[src/verilog/dms_pkg.sv]
// Shared widths, encodings and carriers of the multiply-accumulate slice
package dms_pkg;

    // ------------------------------------------------------------
    // Widths and reset values
    // ------------------------------------------------------------
    localparam int A_W = 27;
    localparam int B_W = 18;
    localparam int PROD_W = 45;
    localparam int P_W = 48;
    localparam int LANE_W = 12;
    localparam int N_LANE = 4;
    localparam int XOR_GRP = 8;
    localparam int XOR_OUT_W = 8;
    localparam logic [47:0] ACC_RST = 48'h0;
    localparam logic [47:0] COUNT_STEP = 48'h1;

    // ------------------------------------------------------------
    // Logic unit function codes
    // ------------------------------------------------------------
    localparam logic [3:0] LF_AND = 4'h0;
    localparam logic [3:0] LF_OR = 4'h1;
    localparam logic [3:0] LF_XOR = 4'h2;
    localparam logic [3:0] LF_XNOR = 4'h3;
    localparam logic [3:0] LF_NAND = 4'h4;
    localparam logic [3:0] LF_NOR = 4'h5;
    localparam logic [3:0] LF_ANDN = 4'h6;
    localparam logic [3:0] LF_ORN = 4'h7;
    localparam logic [3:0] LF_NOTX = 4'h8;
    localparam logic [3:0] LF_NOTY = 4'h9;

    // ------------------------------------------------------------
    // Modes
    // ------------------------------------------------------------
    typedef enum logic [5:0] {
        OP_ADD = 6'h01,
        OP_SUB = 6'h02,
        OP_ACC = 6'h04,
        OP_ACC_SUB = 6'h08,
        OP_LOGIC = 6'h10,
        OP_COUNT = 6'h20
    } dms_op_t;

    typedef enum logic [2:0] {
        SIMD_ONE48 = 3'h1,
        SIMD_TWO24 = 3'h2,
        SIMD_FOUR12 = 3'h4
    } dms_simd_t;

    typedef enum logic [3:0] {
        XW_12 = 4'h1,
        XW_24 = 4'h2,
        XW_48 = 4'h4,
        XW_96 = 4'h8
    } dms_xorw_t;

    // ------------------------------------------------------------
    // Carriers
    // ------------------------------------------------------------
    typedef struct packed {
        dms_op_t op;
        dms_simd_t simd;
        dms_xorw_t xor_w;
        logic [3:0] logic_fn;
        logic bypass;
        logic preadd_en;
        logic pre_sub;
        logic count_up;
        logic acc_en;
        logic round_conv;
    } dms_ctl_t;

    typedef struct packed {
        logic [26:0] a;
        logic [26:0] d;
        logic [17:0] b;
        logic [47:0] x;
        logic [47:0] y;
    } dms_din_t;

    typedef struct packed {
        logic [47:0] pattern;
        logic [47:0] mask;
        logic casc_match;
    } dms_pat_t;

    typedef struct packed {
        logic [26:0] pre;
        logic [17:0] b;
        logic [47:0] prod;
        logic [47:0] acc;
        logic [47:0] rnd;
        logic match;
        logic bmatch;
        logic wide_match;
        logic [7:0] xor_par;
    } dms_state_t;

endpackage

[src/verilog/dms_slice.sv]
// Multiply-accumulate slice: pre-adder, multiplier, SIMD ALU, XOR and pattern detect
//
// Notes on behaviour
// RL1: A 27 by 18 multiplier takes both operands as signed two's complement and gives the full product.
// RL2: A 48-bit accumulator adds the arithmetic result into its held sum on every enabled cycle in OP_ACC mode (OP_ACC_SUB subtracts it).
// RL3: A run-time bypass sends two 48-bit operands straight to the ALU in place of the product.
// RL4: SIMD mode splits the path into two 24-bit or four 12-bit lanes with no carry between lanes.
// RL5: A logic unit computes any one of ten bitwise functions of the two operands.
// RL6: A pre-adder sums or differences two inputs ahead of the multiplier.
// RL7: A 96-bit XOR reduction yields parity per 12, 24, 48 or 96-bit group.
// RL8: A 48-bit masked pattern detector flags matches and drives convergent rounding.
// RL9: Pattern match on the logic result chains with a neighbour to span 96 bits.
// RL10: The accumulator counts up or down by one per enabled edge, direction selectable.
// RL11: Pipeline stages before and after the multiplier are selectable to trade latency for speed.
// RL12: All registers use one rising clock with enables, and a synchronous reset clears them.
`timescale 1ns/1ps
module dms_slice #(
    parameter bit USE_AREG = 1'b1,
    parameter bit USE_MREG = 1'b1,
    parameter int RND_BIT = 0
) (
    input wire logic core_clk,
    input wire logic rst_b,
    input wire logic ce,
    input wire dms_pkg::dms_ctl_t ctl,
    input wire dms_pkg::dms_din_t din,
    input wire dms_pkg::dms_pat_t pat,
    output logic [47:0] result,
    output logic [47:0] result_rnd,
    output logic pat_match,
    output logic pat_bmatch,
    output logic pat_wide,
    output logic [7:0] xor_par
);

    // ------------------------------------------------------------
    // Logic unit decode
    // ------------------------------------------------------------
    function automatic logic [47:0] dms_logic(
        input logic [3:0] fn,
        input logic [47:0] x,
        input logic [47:0] y
    );
        logic [47:0] r;
        r = '0;
        case (fn)
            dms_pkg::LF_AND: r = x & y;
            dms_pkg::LF_OR: r = x | y;
            dms_pkg::LF_XOR: r = x ^ y;
            dms_pkg::LF_XNOR: r = ~(x ^ y);
            dms_pkg::LF_NAND: r = ~(x & y);
            dms_pkg::LF_NOR: r = ~(x | y);
            dms_pkg::LF_ANDN: r = x & ~y;
            dms_pkg::LF_ORN: r = x | ~y;
            dms_pkg::LF_NOTX: r = ~x;
            dms_pkg::LF_NOTY: r = ~y;
            default: r = '0;
        endcase
        return r;
    endfunction

    // ------------------------------------------------------------
    // Datapath
    // ------------------------------------------------------------
    dms_pkg::dms_state_t s_q;
    dms_pkg::dms_state_t s_d;
    logic [26:0] pre_w;
    logic [26:0] mul_a;
    logic [17:0] mul_b;
    logic signed [44:0] prod_s;
    logic [47:0] prod_w;
    logic [47:0] prod_use;
    logic [47:0] x_w;
    logic [47:0] add_a;
    logic [47:0] add_b;
    logic add_sub;
    logic [47:0] add_sum;
    logic [47:0] alu_w;
    logic [95:0] xor_opnd;
    logic [7:0] grp12;

    // Wraps at 27 bits so the product keeps the multiplier's native width
    assign pre_w = ctl.preadd_en ? (ctl.pre_sub ? 27'(din.d - din.a)
                                                : 27'(din.d + din.a))
                                 : din.a; // RL6

    // Static stage choice: extra registers add a cycle each but cut the path
    assign mul_a = USE_AREG ? s_q.pre : pre_w; // RL11
    assign mul_b = USE_AREG ? s_q.b : din.b; // RL11
    assign prod_s = $signed(mul_a) * $signed(mul_b); // RL1
    assign prod_w = {{3{prod_s[44]}}, prod_s}; // RL1
    assign prod_use = USE_MREG ? s_q.prod : prod_w; // RL11
    assign x_w = ctl.bypass ? din.x : prod_use; // RL3

    always_comb
    begin
        add_a = din.y;
        add_b = x_w;
        add_sub = 1'b0;
        case (ctl.op)
            dms_pkg::OP_SUB: add_sub = 1'b1;
            dms_pkg::OP_ACC: add_a = s_q.acc; // RL2
            dms_pkg::OP_ACC_SUB:
            begin
                add_a = s_q.acc;
                add_sub = 1'b1;
            end
            default: add_sub = 1'b0;
        endcase
    end

    dms_simd_add #(
        .LANE_W(dms_pkg::LANE_W),
        .N_LANE(dms_pkg::N_LANE)
    ) dms_simd_add_inst (
        .op_a(add_a),
        .op_b(add_b),
        .sub(add_sub),
        .simd(ctl.simd),
        .sum(add_sum)
    );

    always_comb
    begin
        case (ctl.op)
            dms_pkg::OP_LOGIC: alu_w = dms_logic(ctl.logic_fn, x_w, din.y); // RL5
            dms_pkg::OP_COUNT: alu_w = ctl.count_up ? s_q.acc + dms_pkg::COUNT_STEP
                                                    : s_q.acc - dms_pkg::COUNT_STEP; // RL10
            default: alu_w = add_sum;
        endcase
    end

    // ------------------------------------------------------------
    // XOR reduction over the 96-bit operand pair
    // ------------------------------------------------------------
    assign xor_opnd = {din.y, x_w};

    genvar g;
    generate
        for (g = 0; g < dms_pkg::XOR_GRP; g++)
        begin : g_xor
            assign grp12[g] = ^xor_opnd[g*dms_pkg::LANE_W +: dms_pkg::LANE_W]; // RL7
        end
    endgenerate

    // ------------------------------------------------------------
    // Next state
    // ------------------------------------------------------------
    always_comb
    begin
        s_d = s_q;
        s_d.pre = pre_w;
        s_d.b = din.b;
        s_d.prod = prod_w;
        if (ctl.acc_en)
        begin
            s_d.acc = alu_w; // RL2
        end
        // Flags are taken from the next sum so they line up with the result
        s_d.match = ((s_d.acc ^ pat.pattern) & ~pat.mask) == 48'h0; // RL8
        s_d.bmatch = ((s_d.acc ^ ~pat.pattern) & ~pat.mask) == 48'h0; // RL8
        s_d.wide_match = s_d.match & pat.casc_match; // RL9
        s_d.rnd = s_d.acc;
        // An exact midpoint goes to even; user mask picks the fraction bits
        if (ctl.round_conv && s_d.match)
        begin
            s_d.rnd[RND_BIT] = 1'b0; // RL8
        end
        s_d.xor_par = 8'h0;
        case (ctl.xor_w)
            dms_pkg::XW_12: s_d.xor_par = grp12; // RL7
            dms_pkg::XW_24:
            begin
                for (int k = 0; k < 4; k++)
                begin
                    s_d.xor_par[k] = grp12[2*k] ^ grp12[2*k+1]; // RL7
                end
            end
            dms_pkg::XW_48:
            begin
                s_d.xor_par[0] = ^grp12[3:0]; // RL7
                s_d.xor_par[1] = ^grp12[7:4]; // RL7
            end
            dms_pkg::XW_96: s_d.xor_par[0] = ^grp12; // RL7
            default: s_d.xor_par = 8'h0;
        endcase
    end

    always_ff @(posedge core_clk)
    begin
        if (!rst_b)
        begin
            s_q <= '0; // RL12
        end
        else if (ce)
        begin
            s_q <= s_d; // RL12
        end
    end

    assign result = s_q.acc;
    assign result_rnd = s_q.rnd;
    assign pat_match = s_q.match;
    assign pat_bmatch = s_q.bmatch;
    assign pat_wide = s_q.wide_match;
    assign xor_par = s_q.xor_par;
endmodule

[src/verilog/dms_simd_add.sv]
// Lane-split adder and subtractor for the slice
`timescale 1ns/1ps
module dms_simd_add #(
    parameter int LANE_W = dms_pkg::LANE_W,
    parameter int N_LANE = dms_pkg::N_LANE
) (
    input wire logic [LANE_W*N_LANE-1:0] op_a,
    input wire logic [LANE_W*N_LANE-1:0] op_b,
    input wire logic sub,
    input wire dms_pkg::dms_simd_t simd,
    output logic [LANE_W*N_LANE-1:0] sum
);

    // ------------------------------------------------------------
    // Carry chain broken at lane boundaries
    // ------------------------------------------------------------
    logic [N_LANE:0] carry;
    logic [N_LANE-1:0] split;

    // Boundary i sits below lane i; lane 0 always starts fresh
    always_comb
    begin
        split = '0;
        split[0] = 1'b1;
        if (simd == dms_pkg::SIMD_FOUR12)
        begin
            split = '1;
        end
        else if (simd == dms_pkg::SIMD_TWO24)
        begin
            split[N_LANE/2] = 1'b1;
        end
    end

    assign carry[0] = sub;

    genvar i;
    generate
        for (i = 0; i < N_LANE; i++)
        begin : g_lane
            logic cin;
            logic [LANE_W:0] lsum;
            // Subtract is a + ~b + 1, with the +1 injected at each split lane
            assign cin = split[i] ? sub : carry[i]; // RL4
            assign lsum = {1'b0, op_a[i*LANE_W +: LANE_W]}
                + {1'b0, op_b[i*LANE_W +: LANE_W] ^ {LANE_W{sub}}}
                + {{LANE_W{1'b0}}, cin}; // RL4
            assign sum[i*LANE_W +: LANE_W] = lsum[LANE_W-1:0];
            assign carry[i+1] = lsum[LANE_W];
        end
    endgenerate

endmodule

[config.mk]
export PLATFORM = sky130hd
export DESIGN_NAME = dms_slice
export DESIGN_NICKNAME = d
export VERILOG_FILES = /design/src/verilog/dms_pkg.sv /design/src/verilog/dms_slice.sv /design/src/verilog/dms_simd_add.sv
export SDC_FILE = /design/constraint.sdc
export NUM_CORES = 2
export LEC_CHECK = 0
export ABC_AREA = 1
export BUFFER_PORTS_ARGS = -buffer_cell sky130_fd_sc_hd__buf_2
export CAP_MARGIN = 20
export CORE_ASPECT_RATIO = 0.6
export CORE_MARGIN = 1.5
export CORE_UTILIZATION = 25
export CTS_BUF_LIST = sky130_fd_sc_hd__clkbuf_8 sky130_fd_sc_hd__clkbuf_16
export CTS_CLUSTER_SIZE = 28
export DETAILED_ROUTE_END_ITERATION = 7
export PLACE_DENSITY = 0.39
export SLEW_MARGIN = 10
export SYNTH_ARGS = -nofsm -noshare
export SYNTH_HDL_FRONTEND = slang
export SYNTH_HIERARCHICAL = 1
export SYNTH_SLANG_ARGS = --single-unit
[constraint.sdc]
create_clock -name core_clk -period 7.3 [get_ports core_clk]
set_input_delay 1.46 -clock core_clk [delete_from_list [all_inputs] [get_ports core_clk]]
set_output_delay 1.46 -clock core_clk [all_outputs]
set_load 0.1 [all_outputs]
==> results.ini <==
[run_status]
status=finished, violations left
failed_checks=setup timing

[yosys]
synth_warnings=6
synth_nets=8101
synth_seq_cells=150
postSynth.topFlopCell=dfxtp_1
synth_edf_count=0
ys_seq_area_frac=0.06834
syn_area_um2=43940
ys_types=56
synthArstFlopShare=0
synth.avg_cell_area_um2=6.360
synthCells=6909

[setup_path]
crit_top_cell=nand2_2
startpoint_type=input pin
max_stage_delay_ps=420
endpoint_kind=flop
critPathMaxFanout=5
crit_required_ps=7720
critPathSlowestCell=fa_2
path_class=in2reg
cp.arrival_ps=8150

[timing]
slew_headroom=0.09951
setup_violations=4
finalCritPeriodShare=1.058
max_freq_mhz=129.5
drv_slew=0
finalWorstSetupSlack_ps=-424.0
fin_skew_ps=30.90
period_needed_ps=7724
tightest_slew_ps=1351
final_hold_viol_count=0
rsz0062_at_grt=true

[pwr]
vdd_drop_max_uv=156.7
power_density_nw_per_um2=192.1
pwr-share-seq=0.112
p_sw_mw=5.613
p_leak_nw=28.81
internal_power_mw=4.287
p_clk_frac=0.117
p_comb_frac=0.771
netSwitchingFraction=0.5670

[finish]
nets=8563
drive_gt1_frac=0.1300
syn_to_final_growth_pct=17.31
stdcell_count=9721
final_cell_mix=nand2_1 (1,798), inv_1 (1,549), fa_1 (475)
final_area_um2=51550
final_common_cell=nand2_1
fin_util=0.2971

[floorplan]
io_pins=398
initial_utilization=0.2533
die_h_um=327.7
coreArea_um2=173500
fp.dieW_um=544.2
die-area_um2=178400
num_rows=118

[placement]
place_area_um2=50180
portBuffers=397
dp.cells=9665
place_congestion=0.9112
pre_cts_slack_ps=-1333
dp_hpwl_um=170800

[cts]
cts_max_level=4
cts_buffer_depth=3
cts_tree=built
clk_latency_ps=560
cts-buffers-inserted=25
cts_root_buffer=clkbuf_16
cts.sinks=150
clk_pin_slew_ps=80

[grt]
overflow=0
grt_max_degree=73
grt_pass1_wl_um=289900
antenna_found_initial=37
grt_pass1_vias=42420
grtUsageTotal=0.2215

[route]
drt_iter0_drc=3747
drc=0
via_count=44380
post_drt_wl_per_cell_um=20.64
routed_wl_um=200700
ant_nets=0
vias_per_cell=4.566
firstDrtPassIters=5

[hold_path]
hp-class=reg2reg

[run]
maxCapViolCount=0

-- cell families after synthesis --
kind of cell	Yosys count	synth area share
AND/OR/NAND/NOR	2815	0.2606
buffers and inverters	1881	0.1682
AO/OA/AOI/OAI	905	0.1122
adder cells (fa/ha/maj)	901	0.3389
XOR/XNOR	257	0.05174
flip-flops	150	0.06834
-- registers in the layout (all words and copies together), names as in the netlist, 8 cells and up --
| name | flops |
|---|---|
| prod_use | 45 |
| mul_b | 18 |
| xor_par | 8 |
| result | 48 |
| mul_a | 27 |
-- final cells by class --
type | count | area, µm²
inverter | 1564 | 5878
timing repair buffer | 752 | 5006
clock buffer | 28 | 666.9
clock inverter | 4 | 17.52
antenna | 5 | 12.51
fill | 19520 | 121900
tap | 2340 | 2928
sequential | 150 | 3014
multi-input combinational | 4878 | 34020
-- path summary, 6_finish.rpt --
path,cells after the start,endpoint,slack (ps),startpoint
max,50,result_rnd[0],-420,ctl[21]
min,2,xor_par[7],470,xor_par[7]
max reg2reg,27,prod_use[33],500,mul_a[2]
min reg2reg,2,xor_par[7],470,xor_par[7]
-- cell usage after synthesis, types with 114 or more instances --
library cell	count	area, µm²
clkbuf_1	169	634.4
xnor2_1	114	998.5
dfxtp_1	150	3003
inv_1	1552	5826
nand3_1	345	1727
a21oi_1	305	1526
nor2_1	464	1742
ha_1	419	5243
nand2_1	1828	6862
xor2_1	140	1226
o21ai_0	401	2007
fa_1	482	9649
-- through the flow --
step | power, mW | hold slack, ps | setup TNS (ps)
after floorplan | 5.959 | 449.2 | -166.1
after global placement | 8.664 | 454.1 | -10510
after detailed placement | 8.630 | 460.7 | -10150
after CTS | 9.937 | 475.5 | -1127
after global routing | 10.87 | 497.0 | -3133
final | 9.900 | 471.4 | -1616
-- per-layer routing --
metal | share of wire | vias to the layer above | GRT usage
met3 | 0.076 | 130 | 0.05022
met4 | 0.013 | 4 | 0.02782
li1 | - | 21760 | -
met1 | 0.53 | 21170 | 0.3574
met2 | 0.38 | 1322 | 0.2951
met5 | 0.00012 | - | 0
-- power by group through the flow --
| stage | Sequential [mW] | Clock, mW | Combinational, mW |
|---|---|---|---|
| 2_1_floorplan | 1.26 | 0 | 4.70 |
| 3_3_place_gp | 1.13 | 0 | 7.54 |
| 3_5_place_dp | 1.13 | 0 | 7.50 |
| 4_1_cts | 1.11 | 1.21 | 7.62 |
| 5_1_grt | 1.13 | 1.22 | 8.51 |
| 6_report | 1.11 | 1.15 | 7.64 |
-- worst max-delay path: cells and delay by family --
kind | cells | cell delay (ps)
AOI/OAI and AO/OA | 7 | 720
and+or+nand+nor | 28 | 2430
adders and majority gates | 7 | 2420
xor gates and xnor gates | 2 | 360
buffers and inverters | 6 | 730
-- repair_timing --
action | CTS | global route
hold buffers | 0 | 0
gates resized for setup | 52 | 74
pin swaps | 25 | 46
gates cloned | 1 | 0
endpoints found under the setup margin | 8 | 17
setup buffers | 18 | 8
Note: power is estimated with default switching activity, not from simulation.
